==> src/include/rxq_pkg.sv <==
package rxq_pkg;

    // Register port widths
    localparam int ADDR_W = 9;
    localparam int DATA_W = 32;

    // Register offsets (byte addresses)
    localparam logic [8:0] OFF_CMD_CTL   = 9'h100;
    localparam logic [8:0] OFF_PARSE_CFG = 9'h158;
    localparam logic [8:0] OFF_TS_CFG    = 9'h15C;
    localparam logic [8:0] OFF_STAMP_CNT = 9'h1F0;

    // Command control field positions
    localparam int CMD_EN_BIT = 0;

    // Parsing configuration field positions
    localparam int IP_CHK_BIT  = 4;
    localparam int MAC_CHK_BIT = 3;
    localparam int L2_DET_BIT  = 2;
    localparam int UDP6_BIT    = 1;
    localparam int UDP4_BIT    = 0;
    localparam int PARSE_W     = 5;

    // Values after reset, and the version value that accepts any
    localparam logic [4:0]  PARSE_RST = 5'h1F;
    localparam logic [31:0] TS_RST    = 32'h0002_0000;
    localparam logic        CMD_RST   = 1'h0;
    localparam logic [15:0] CNT_RST   = 16'h0000;
    localparam logic [3:0]  VER_ANY   = 4'h0;

    // Transport format reported by the receive parser
    typedef enum logic [1:0] {
        RXQ_FMT_NONE = 2'b00,
        RXQ_FMT_L2   = 2'b01,
        RXQ_FMT_UDP4 = 2'b10,
        RXQ_FMT_UDP6 = 2'b11
    } rxq_fmt_e;

    // Parsed header summary of one received frame
    typedef struct packed {
        logic       valid;       // One-cycle pulse per frame
        rxq_fmt_e   fmt;         // Transport format
        logic       mac_dest_ok; // Destination MAC is a PTP address
        logic       ip_dest_ok;  // Destination IP is a PTP address
        logic [7:0] domain;      // Message domain number
        logic       alt_master;  // Alternate master flag
        logic [3:0] version;     // Message version
        logic [3:0] msg_type;    // Message type
        logic       udp_sum_ok;  // UDP checksum valid
        logic       fcs_ok;      // Frame check sequence valid
    } rxq_frame_s;

    // Timestamp configuration word, bit 31 first
    typedef struct packed {
        logic [7:0]  domain;     // Bits 31:24
        logic        domain_en;  // Bit 23
        logic        alt_en;     // Bit 22
        logic        udp_dis;    // Bit 21
        logic        fcs_dis;    // Bit 20
        logic [3:0]  version;    // Bits 19:16
        logic [15:0] type_en;    // Bits 15:0
    } rxq_ts_cfg_s;

    // Qualification verdict
    typedef struct packed {
        logic stamp;             // Record ingress time
        logic filter_ok;         // Filtering may act
    } rxq_verdict_s;

endpackage

==> src/hdl/rxq_qualifier.sv <==
// Contract
// - IP destination checked only when bit 4 set
// - MAC destination checked only when bit 3 set
// - Layer 2 format detected only when bit 2
// - UDP/IPv6 format detected only when bit 1
// - UDP/IPv4 format detected only when bit 0
// - Domain must match field when match enabled
// - Alternate master flag must be zero if enabled
// - Bad UDP checksum blocks unless check disabled
// - Bad FCS blocks unless check disabled
// - Version must match field; zero accepts any
// - Message type enable bit gates timestamping
//
// The implementer's own choice: the plain strobed port.
`timescale 1ns/1ps
`default_nettype none

module rxq_qualifier (
    input  wire logic                     ref_clk_i,
    input  wire logic                     rst_i,
    input  wire logic                     ce_i,
    input  wire logic [8:0]               addr_i,
    input  wire logic [31:0]              wdata_i,
    input  wire logic                     wr_i,
    input  wire logic                     rd_i,
    output logic      [31:0]              rdata_o,
    input  wire rxq_pkg::rxq_frame_s      frame_i,
    output logic                          stamp_o,
    output logic                          filter_ok_o
);

    // Configuration and status state
    logic                  ptp_en;        // Global unit enable
    logic [4:0]            parse_cfg;     // Format and address checks
    rxq_pkg::rxq_ts_cfg_s  ts_cfg;        // Timestamp qualification
    logic [15:0]           stamp_cnt;     // Frames stamped so far
    logic                  next_ptp_en;
    logic [4:0]            next_parse_cfg;
    rxq_pkg::rxq_ts_cfg_s  next_ts_cfg;
    logic [15:0]           next_stamp_cnt;

    // Output state
    logic [31:0]           next_rdata;
    logic                  next_stamp;    // Stamp pulse for the next cycle
    logic                  next_filter_ok; // Filter permit for the next cycle
    rxq_pkg::rxq_verdict_s verdict;       // Combinational verdict
    logic                  fire;          // Frame arrives while enabled

    // Qualify one parsed frame against the configuration
    function automatic rxq_pkg::rxq_verdict_s qualify(
        input rxq_pkg::rxq_frame_s  fr,
        input logic [4:0]           pc,
        input rxq_pkg::rxq_ts_cfg_s tc
    );
        rxq_pkg::rxq_verdict_s v;
        logic fmt_ok;
        logic addr_ok;
        logic sum_ok;
        logic fld_ok;
        v = '0;
        // Format enables
        case (fr.fmt)
            rxq_pkg::RXQ_FMT_L2:   fmt_ok = pc[rxq_pkg::L2_DET_BIT];
            rxq_pkg::RXQ_FMT_UDP4: fmt_ok = pc[rxq_pkg::UDP4_BIT];
            rxq_pkg::RXQ_FMT_UDP6: fmt_ok = pc[rxq_pkg::UDP6_BIT];
            default:               fmt_ok = 1'b0;
        endcase
        // Destination addresses, IP only for UDP formats
        addr_ok = (!pc[rxq_pkg::MAC_CHK_BIT] || fr.mac_dest_ok)
                && (fr.fmt == rxq_pkg::RXQ_FMT_L2 || !pc[rxq_pkg::IP_CHK_BIT]
                    || fr.ip_dest_ok);
        // Integrity, UDP checksum only for UDP formats
        sum_ok = (tc.fcs_dis || fr.fcs_ok)
               && (fr.fmt == rxq_pkg::RXQ_FMT_L2 || tc.udp_dis
                   || fr.udp_sum_ok);
        // Header field checks
        fld_ok = (!tc.domain_en || fr.domain == tc.domain)
               && (!tc.alt_en || !fr.alt_master)
               && (tc.version == rxq_pkg::VER_ANY
                   || fr.version == tc.version)
               && tc.type_en[fr.msg_type];
        v.filter_ok = fr.valid && fmt_ok && sum_ok;
        v.stamp     = v.filter_ok && addr_ok && fld_ok;
        return v;
    endfunction

    // Frame seen while the unit is enabled
    assign fire = ce_i && frame_i.valid && ptp_en;

    // Verdict for the current frame
    always_comb begin
        verdict = qualify(frame_i, parse_cfg, ts_cfg);
    end

    // Register writes, counter and read mux
    always_comb begin
        next_ptp_en    = ptp_en;
        next_parse_cfg = parse_cfg;
        next_ts_cfg    = ts_cfg;
        next_stamp_cnt = stamp_cnt;
        next_rdata     = 32'h0000_0000;
        // Verdicts only while the unit is enabled
        next_stamp     = ptp_en && verdict.stamp;
        next_filter_ok = ptp_en && verdict.filter_ok;
        // Host stays off config while enabled; no lockout here
        if (wr_i) begin
            case (addr_i)
                rxq_pkg::OFF_CMD_CTL: begin
                    next_ptp_en = wdata_i[rxq_pkg::CMD_EN_BIT];
                end
                rxq_pkg::OFF_PARSE_CFG: begin
                    next_parse_cfg = wdata_i[4:0];
                end
                rxq_pkg::OFF_TS_CFG: begin
                    next_ts_cfg = wdata_i;
                end
                rxq_pkg::OFF_STAMP_CNT: begin
                    next_stamp_cnt = rxq_pkg::CNT_RST;
                end
                default: begin
                    // Unmapped writes are dropped
                end
            endcase
        end
        // Stamp after a clear still counts
        if (ptp_en && verdict.stamp) begin
            next_stamp_cnt = next_stamp_cnt + 16'h0001;
        end
        // Read data for the next cycle only
        if (rd_i) begin
            case (addr_i)
                rxq_pkg::OFF_CMD_CTL:   next_rdata = {31'h0000_0000, ptp_en};
                rxq_pkg::OFF_PARSE_CFG: next_rdata = {27'h000_0000, parse_cfg};
                rxq_pkg::OFF_TS_CFG:    next_rdata = ts_cfg;
                rxq_pkg::OFF_STAMP_CNT: next_rdata = {16'h0000, stamp_cnt};
                default:                next_rdata = 32'h0000_0000;
            endcase
        end
    end

    // Register all state
    always_ff @(posedge ref_clk_i) begin
        if (rst_i) begin
            ptp_en      <= rxq_pkg::CMD_RST;
            parse_cfg   <= rxq_pkg::PARSE_RST;
            ts_cfg      <= rxq_pkg::TS_RST;
            stamp_cnt   <= rxq_pkg::CNT_RST;
            rdata_o     <= 32'h0000_0000;
            stamp_o     <= 1'b0;
            filter_ok_o <= 1'b0;
        end else if (ce_i) begin
            ptp_en      <= next_ptp_en;
            parse_cfg   <= next_parse_cfg;
            ts_cfg      <= next_ts_cfg;
            stamp_cnt   <= next_stamp_cnt;
            rdata_o     <= next_rdata;
            stamp_o     <= next_stamp;
            filter_ok_o <= next_filter_ok;
        end
    end
endmodule

`default_nettype wire

==> config.mk <==
export PLATFORM = sky130hd
export DESIGN_NAME = rxq_qualifier
export DESIGN_NICKNAME = d
export VERILOG_FILES = /design/src/include/rxq_pkg.sv /design/src/hdl/rxq_qualifier.sv
export SDC_FILE = /design/constraint.sdc
export NUM_CORES = 1
export LEC_CHECK = 0
export BUFFER_PORTS_ARGS = -buffer_cell sky130_fd_sc_hd__clkbuf_2
export CAP_MARGIN = 20
export CORE_MARGIN = 2
export CORE_UTILIZATION = 45
export CTS_BUF_LIST = sky130_fd_sc_hd__clkbuf_16
export DETAILED_ROUTE_END_ITERATION = 16
export PLACE_DENSITY = 0.65
export SLEW_MARGIN = 10
export SYNTH_ARGS = -nofsm -noshare
export SYNTH_HDL_FRONTEND = slang
export SYNTH_SLANG_ARGS = --single-unit
==> constraint.sdc <==
create_clock -name ref_clk_i -period 3.25 [get_ports ref_clk_i]
set_clock_uncertainty 0.15 [all_clocks]
set_input_delay 0.1625 -clock ref_clk_i [delete_from_list [all_inputs] [get_ports ref_clk_i]]
set_output_delay 0.1625 -clock ref_clk_i [all_outputs]
set_load 0.02 [all_outputs]
* Word level (Yosys, flattened, before mapping)
Cells that the tools add are included.
Operators by class: add/subtract/negate cells 1, $lt $le $gt $ge 1, equality and inequality tests 9, reduce and logical (&&, ||, !) cells 29, muxes and demuxes 8
Operator list (number):
- 32-bit one-hot mux with 4 select lines | 1
- 16-bit 2-to-1 mux | 3
- 9-bit equality test (second input constant) | 4
- 32-bit 2-to-1 mux | 1
- 16-bit by 1-bit adder with 16-bit output (second input constant) | 1
- 1-bit logical AND | 11
- 1-bit logical OR | 9
- 3-bit AND reduction | 3
- 8-bit equality test | 1
- 1-bit zero test | 5
- 4-bit by 5-bit < comparator with 1-bit output (second input constant) | 1
- 1-bit binary-select mux with 4-bit select | 1
- 2-bit equality test (second input constant) | 2
- 4-bit equality test | 1
- 4-bit zero test | 1
- 1-bit one-hot mux with 3 select lines | 1
- 2-bit by 1-bit equality test with 1-bit output (second input constant) | 1
- 1-bit 2-to-1 mux | 1
Word-level totals: register bits after elaboration 88, input port bits 70, logic and storage cells 61, output and inout port bits 34

* Longest topological paths before layout
depth after elaboration 9, gate-level depth with buffers 13, depth with buffers taken out 10

* Least setup slack after synthesis
OpenSTA, ideal clock, no wires.
path kind input port to flip-flop, start input port addr_i[2], end register stamp_cnt[14], setup time 0.121 ns, stages on the path 13, setup slack 0.444 ns, data required time 2.979 ns, buffers on the path 3, arrival 2.535 ns, cell sequence buf_2 -> or4_4 -> nor4_2 -> buf_4 -> buf_2 -> nand2_1 -> and2_1 -> ha_1 -> and3_1 -> nand2_1 -> or3_1 -> nor3_1 -> mux2_2
On the way: word-level cells in the longest chain between the ends 5
RTL lines:
- start, declared | RTL line rxq_qualifier.sv:22 | input wire logic [8:0] addr_i,
- 9-bit equality test * | RTL line rxq_qualifier.sv:107 | case (addr_i)
- 16-bit 2-to-1 mux * | RTL line rxq_qualifier.sv:107
- 16-bit 2-to-1 mux * | RTL line rxq_qualifier.sv:106 | if (wr_i) begin
- 16-bit by 1-bit adder with 16-bit output | RTL line rxq_qualifier.sv:127 | next_stamp_cnt = next_stamp_cnt + 16'h0001;
- 16-bit 2-to-1 mux * | RTL line rxq_qualifier.sv:126 | if (ptp_en && verdict.stamp) begin
- end signal, assigned | RTL line rxq_qualifier.sv:147 | stamp_cnt <= rxq_pkg::CNT_RST;
- end signal, assigned | RTL line rxq_qualifier.sv:155 | stamp_cnt <= next_stamp_cnt;
- end, declared | RTL line rxq_qualifier.sv:36 | logic [15:0] stamp_cnt;
Mark *: on every way between the ends. The rest lies on a longest branch, timed or not. A chain may end at the register's enable or synchronous reset.

* Final worst setup path
start register ts_cfg[16] (netlist name), end register stamp_cnt[15]
On the way: word-level cells in the longest chain between the ends 7, elaborated cells on any way between the ends 8, classes of those cells eq/ne: 1; mux: 1; reduce/logical: 6
RTL lines:
- start, declared | RTL line rxq_qualifier.sv:35 | rxq_pkg::rxq_ts_cfg_s ts_cfg;
- start signal, assigned | RTL line rxq_qualifier.sv:146 | ts_cfg <= rxq_pkg::TS_RST;
- start signal, assigned | RTL line rxq_qualifier.sv:154 | ts_cfg <= next_ts_cfg;
- 4-bit equality test / 4-bit zero test (equally long branches) | RTL line rxq_qualifier.sv:80, rxq_qualifier.sv:79
- 1-bit logical OR * | RTL line rxq_qualifier.sv:80 | || fr.version == tc.version)
- 1-bit logical AND * | RTL line rxq_qualifier.sv:79 | && (tc.version == rxq_pkg::VER_ANY
- 1-bit logical AND * | RTL line rxq_qualifier.sv:81 | && tc.type_en[fr.msg_type];
- 1-bit logical AND * | RTL line rxq_qualifier.sv:83 | v.stamp = v.filter_ok && addr_ok && fld_ok;
- 1-bit logical AND * | RTL line rxq_qualifier.sv:126
- 16-bit 2-to-1 mux * | RTL line rxq_qualifier.sv:126
Marks and branches as above.

==> flow_summary_export.csv <==
group,metric,value,unit
timing,setup_repair_after_global_routing_missed_its_margin,"false",
timing,fin_crit_sh,0.772,
floorplanning,design.die.area,0.0100,mm2
worst_hold_path,worstHoldPathType,"input pin to flip-flop",
grt,met3_usage,0.0536,
detailed_routing,route.vias.total,3951,
clock_network,cts.path.max_buffers,2,
grt,gr-usage-met1,0.287,
setup_path,ff2ff_path_depth,7,
clock_network,root_buffer,"clkbuf_16",
final_layout,utilization,0.584,
setup_path,worst_stage_delay_on_the_critical_path,0.52,ns
worst_hold_path,hold_start,"frame_i[21]",
synthesis,avgSynthCellArea,8.45,um2
synthesis,synthDominantCellAreaShare,0.424,
setup_path,crit_buf_inv,1,
grt,met2_usage,0.406,
worst_hold_path,timing.hold.worst_endpoint,"filter_ok_o$_SDFFE_PP0P_",
clock_network,cts-resized-gates,0,
place,placement.io_buffers,103,
final_layout,relative_area_change_from_synthesis_to_final_layout,28.0,%
grt,grt.total_usage,0.233,
setup_path,critical-path-top-delay-family,"simple AND/OR/NAND/NOR gates",
clock_network,clock_latency,0.33,ns
synthesis,netlist_area,0.00416,mm2
worst_hold_path,min_path_cells,4,
setup_path,regToRegEndpoint,"stamp_cnt[15]$_SDFFE_PP0P_",
clock_network,post-cts-setup-buffers,0,
status,outcome,"finished, final reports clean",
place,post-place-ws,0.437,ns
clock_network,clock_sink_count,88,
synthesis,synth_top_area_cell,"dfxtp_1",
floorplanning,core_area,0.00911,mm2
setup_path,critical_path.endpoint_type,"flip-flop",
clock_network,cts_tree,"yes",
setup_path,worst-endpoint-required,3.32,ns
synthesis,synth.lib_cells_used.distinct,49,
grt,grt-busiest-layer,"met2",
detailed_routing,antenna_violating_nets_post_route,0,
detailed_routing,wl_per_cell,15.5,um
detailed_routing,drc,0,
clock_network,h-tree-depth,3,
synthesis,syn-num-nets,563,
setup_path,worst_r2r_startpoint,"ts_cfg[16]$_SDFFE_PP0P_",
synthesis,synth.area.top_cells,"dfxtp_1, nand2_1, mux2i_1, a22oi_1, a21oi_1",
power_and_ir_drop,vdd_ir_drop_max,268,uV
floorplanning,rows,35,
grt,grt-ovfl-total,0,
floorplanning,io_pins,104,
setup_path,worst-path-max-fanout,20,
synthesis,synth_seq_cells,88,
floorplanning,die_y,100,um
detailed_routing,first_iter_violations,187,
final_layout,antenna_cell_count,0,
setup_path,critPathMostFrequentCell,"nor4_1",
timing,max_slew.worst_pin.slew,0.886,ns
synthesis,cell_with_the_most_instances_after_synthesis,"nand2_1",
setup_path,critical_path_class,"flip-flop to flip-flop",
setup_path,crit_path_cell_trace,"nor4_1 -> a41oi_1 -> nor4_1 -> nand4_1 -> buf_4 -> nor3_1 -> mux2_2",
power_and_ir_drop,power_density,426,mW/mm2
detailed_routing,vias_per_cell,5.44,
grt,grt_pass1_vias,3991,
grt,global_route_wire_length_before_repair,18800,um
synthesis,synthFlopType,"dfxtp_1",
synthesis,yosys_warnings,0,
final_layout,layout-drive-gt1-share,0.239,
timing,max_clock_freq,398,MHz
grt,initial_antenna_violation_count,0,
clock_network,cts.reportedPaths.clkPinSlew,0.07,ns
timing,post-route-min-period,2.51,ns
timing,maxSlewViolCount,0,
synthesis,synth.top_cells.by_count,"nand2_1, dfxtp_1, a21oi_1, nor2_1, a22oi_1",
place,detailed_place.area,0.00470,mm2
setup_path,crit_arrival,2.58,ns
final_layout,layout.filler_cells,865,
grt,grt_start_max_net_pins,72,
clock_network,cts_inserted_buffers,9,
setup_path,slowest_cell_on_the_critical_path,"nor4_1",
setup_path,crit_path_start,"ts_cfg[16]$_SDFFE_PP0P_",
setup_path,reg2reg_setup_slack,0.74,ns
place,gp_congestion,0.856,
power_and_ir_drop,totalPowerFinal,2.27,mW
timing,relative_max_transition_margin,0.409,
timing,final.setup.worst_slack,0.740,ns
synthesis,async_reset_ff_frac,0,
final_layout,final_area,0.00532,mm2
detailed_routing,postRouteWirelength,11300,um
synthesis,post_synth_inst_count,492,
synthesis,synth_sequential_area_ratio,0.424,
final_layout,layout.nets,681,
power_and_ir_drop,cellLeakagePower,2.13,nW
timing,hold_viol,0,
timing,setup_viol,0,
flow_run,maxCapViolations,0,
synthesis,number_of_enable_flip_flop_cells_after_synthesis,0,
setup_path,startpoint_type,"flip-flop",
floorplanning,start_util,0.457,
timing,final.setup.tns,0,ns
detailed_routing,drt_first_pass_iters,5,
place,place_hpwl,7680,um
floorplanning,dieWidth,100,um
==> state kept, by name (all words and copies together), names as in the netlist <==
signal,flops
rdata_o,32
ts_cfg,32
ptp_en,1
parse_cfg,5
stamp_o,1
stamp_cnt,16
filter_ok_o,1
==> metal layers <==
| layer | up-vias | wire, um |
|---|---|---|
| li1 | 1980 | - |
| met1 | 1864 | 4780 |
| met2 | 92 | 5740 |
| met3 | 15 | 594 |
| met4 | 0 | 163 |
| met5 | - | 0 |
==> report_power, final <==
group | total [mW] | internal, mW | switching [mW] | leakage (nW)
sequential | 1.08 | 1.08 | 0.000164 | 0.709
clock | 1.04 | 0.596 | 0.441 | 0.141
combinational | 0.153 | 0.0757 | 0.0770 | 1.28
total | 2.27 | 1.75 | 0.518 | 2.13
==> area by class of cell <==
class	count	area (um2)	share of cell area
timing repair buffer	145	913	0.172
inverter	5	18.8	0.00353
tap	111	139	0.0261
multi-input combinational	361	2190	0.412
clock inverter	7	72.6	0.0136
clock buffer	9	225	0.0423
sequential	88	1760	0.331
==> worst min-delay path, delay by kind of cell <==
| family | cells | cell delay, ns |
|---|---|---|
| multiplexers | 1 | 0.16 |
| AND/OR/NAND/NOR | 1 | 0.03 |
| buffers and inverters | 1 | 0.09 |
| AO/OA/AOI/OAI | 1 | 0.13 |
==> stage by stage <==
step                      cells  hold WS [ns]
after floorplan             492         0.137
after global routing        726         0.141
after detailed placement    677         0.235
after CTS                   726         0.131
final                       726         0.124
after global placement      677         0.227
==> timing repair <==
action / 4_1_cts / 5_1_grt
endpoints found under the hold margin: 40 / 0
hold buffers: 33 / 0
endpoints found under the setup margin: 0 / 0
==> how the worst max path moves through the flow <==
stage | endpoint | slack (ns) | depth (start not counted)
floorplan | stamp_cnt[14]$_SDFFE_PP0P_ | 0.44 | 13
global placement | stamp_cnt[14]$_SDFFE_PP0P_ | 0.49 | 11
detailed placement | stamp_cnt[14]$_SDFFE_PP0P_ | 0.44 | 11
CTS | stamp_cnt[15]$_SDFFE_PP0P_ | 0.68 | 7
global route | stamp_cnt[14]$_SDFFE_PP0P_ | 0.58 | 11
finish | stamp_cnt[15]$_SDFFE_PP0P_ | 0.74 | 7
==> cell families (layout without fill, tap and decap cells) <==
group	Yosys count	in the layout	synth area share
AND/OR/NAND/NOR	214	214	0.246
adder cells (fa/ha/maj)	1	1	0.00301
flip-flops	88	88	0.424
multiplexers	35	35	0.0921
XOR/XNOR	12	12	0.0253
buffers and inverters	43	166	0.0490
AO/OA/AOI/OAI	99	99	0.161
==> layout by cell type (no fill, tap or decap), drive strengths merged, types with 2 or more instances in the layout <==
| master | Yosys | routed |
|---|---|---|
| a2111o | 2 | 2 |
| a21oi | 37 | 37 |
| a22o | 11 | 11 |
| a22oi | 31 | 31 |
| and2 | 3 | 3 |
| and3 | 7 | 7 |
| and4 | 2 | 2 |
| buf | 17 | 9 |
| clkbuf | 21 | 112 |
| clkinv | 0 | 4 |
| clkinvlp | 0 | 2 |
| dfxtp | 88 | 88 |
| dlygate4sd3 | 0 | 33 |
| inv | 5 | 5 |
| mux2 | 6 | 6 |
| mux2i | 27 | 27 |
| mux4 | 2 | 2 |
| nand2 | 112 | 112 |
| nand2b | 3 | 3 |
| nand3 | 11 | 11 |
| nand4 | 12 | 12 |
| nor2 | 37 | 37 |
| nor3 | 9 | 9 |
| nor4 | 10 | 10 |
| o2111ai | 2 | 2 |
| o21ai | 6 | 6 |
| o31ai | 2 | 2 |
| or3 | 2 | 2 |
| or4 | 2 | 2 |
| xnor2 | 12 | 12 |
Note: power is estimated with default switching activity, not from simulation.
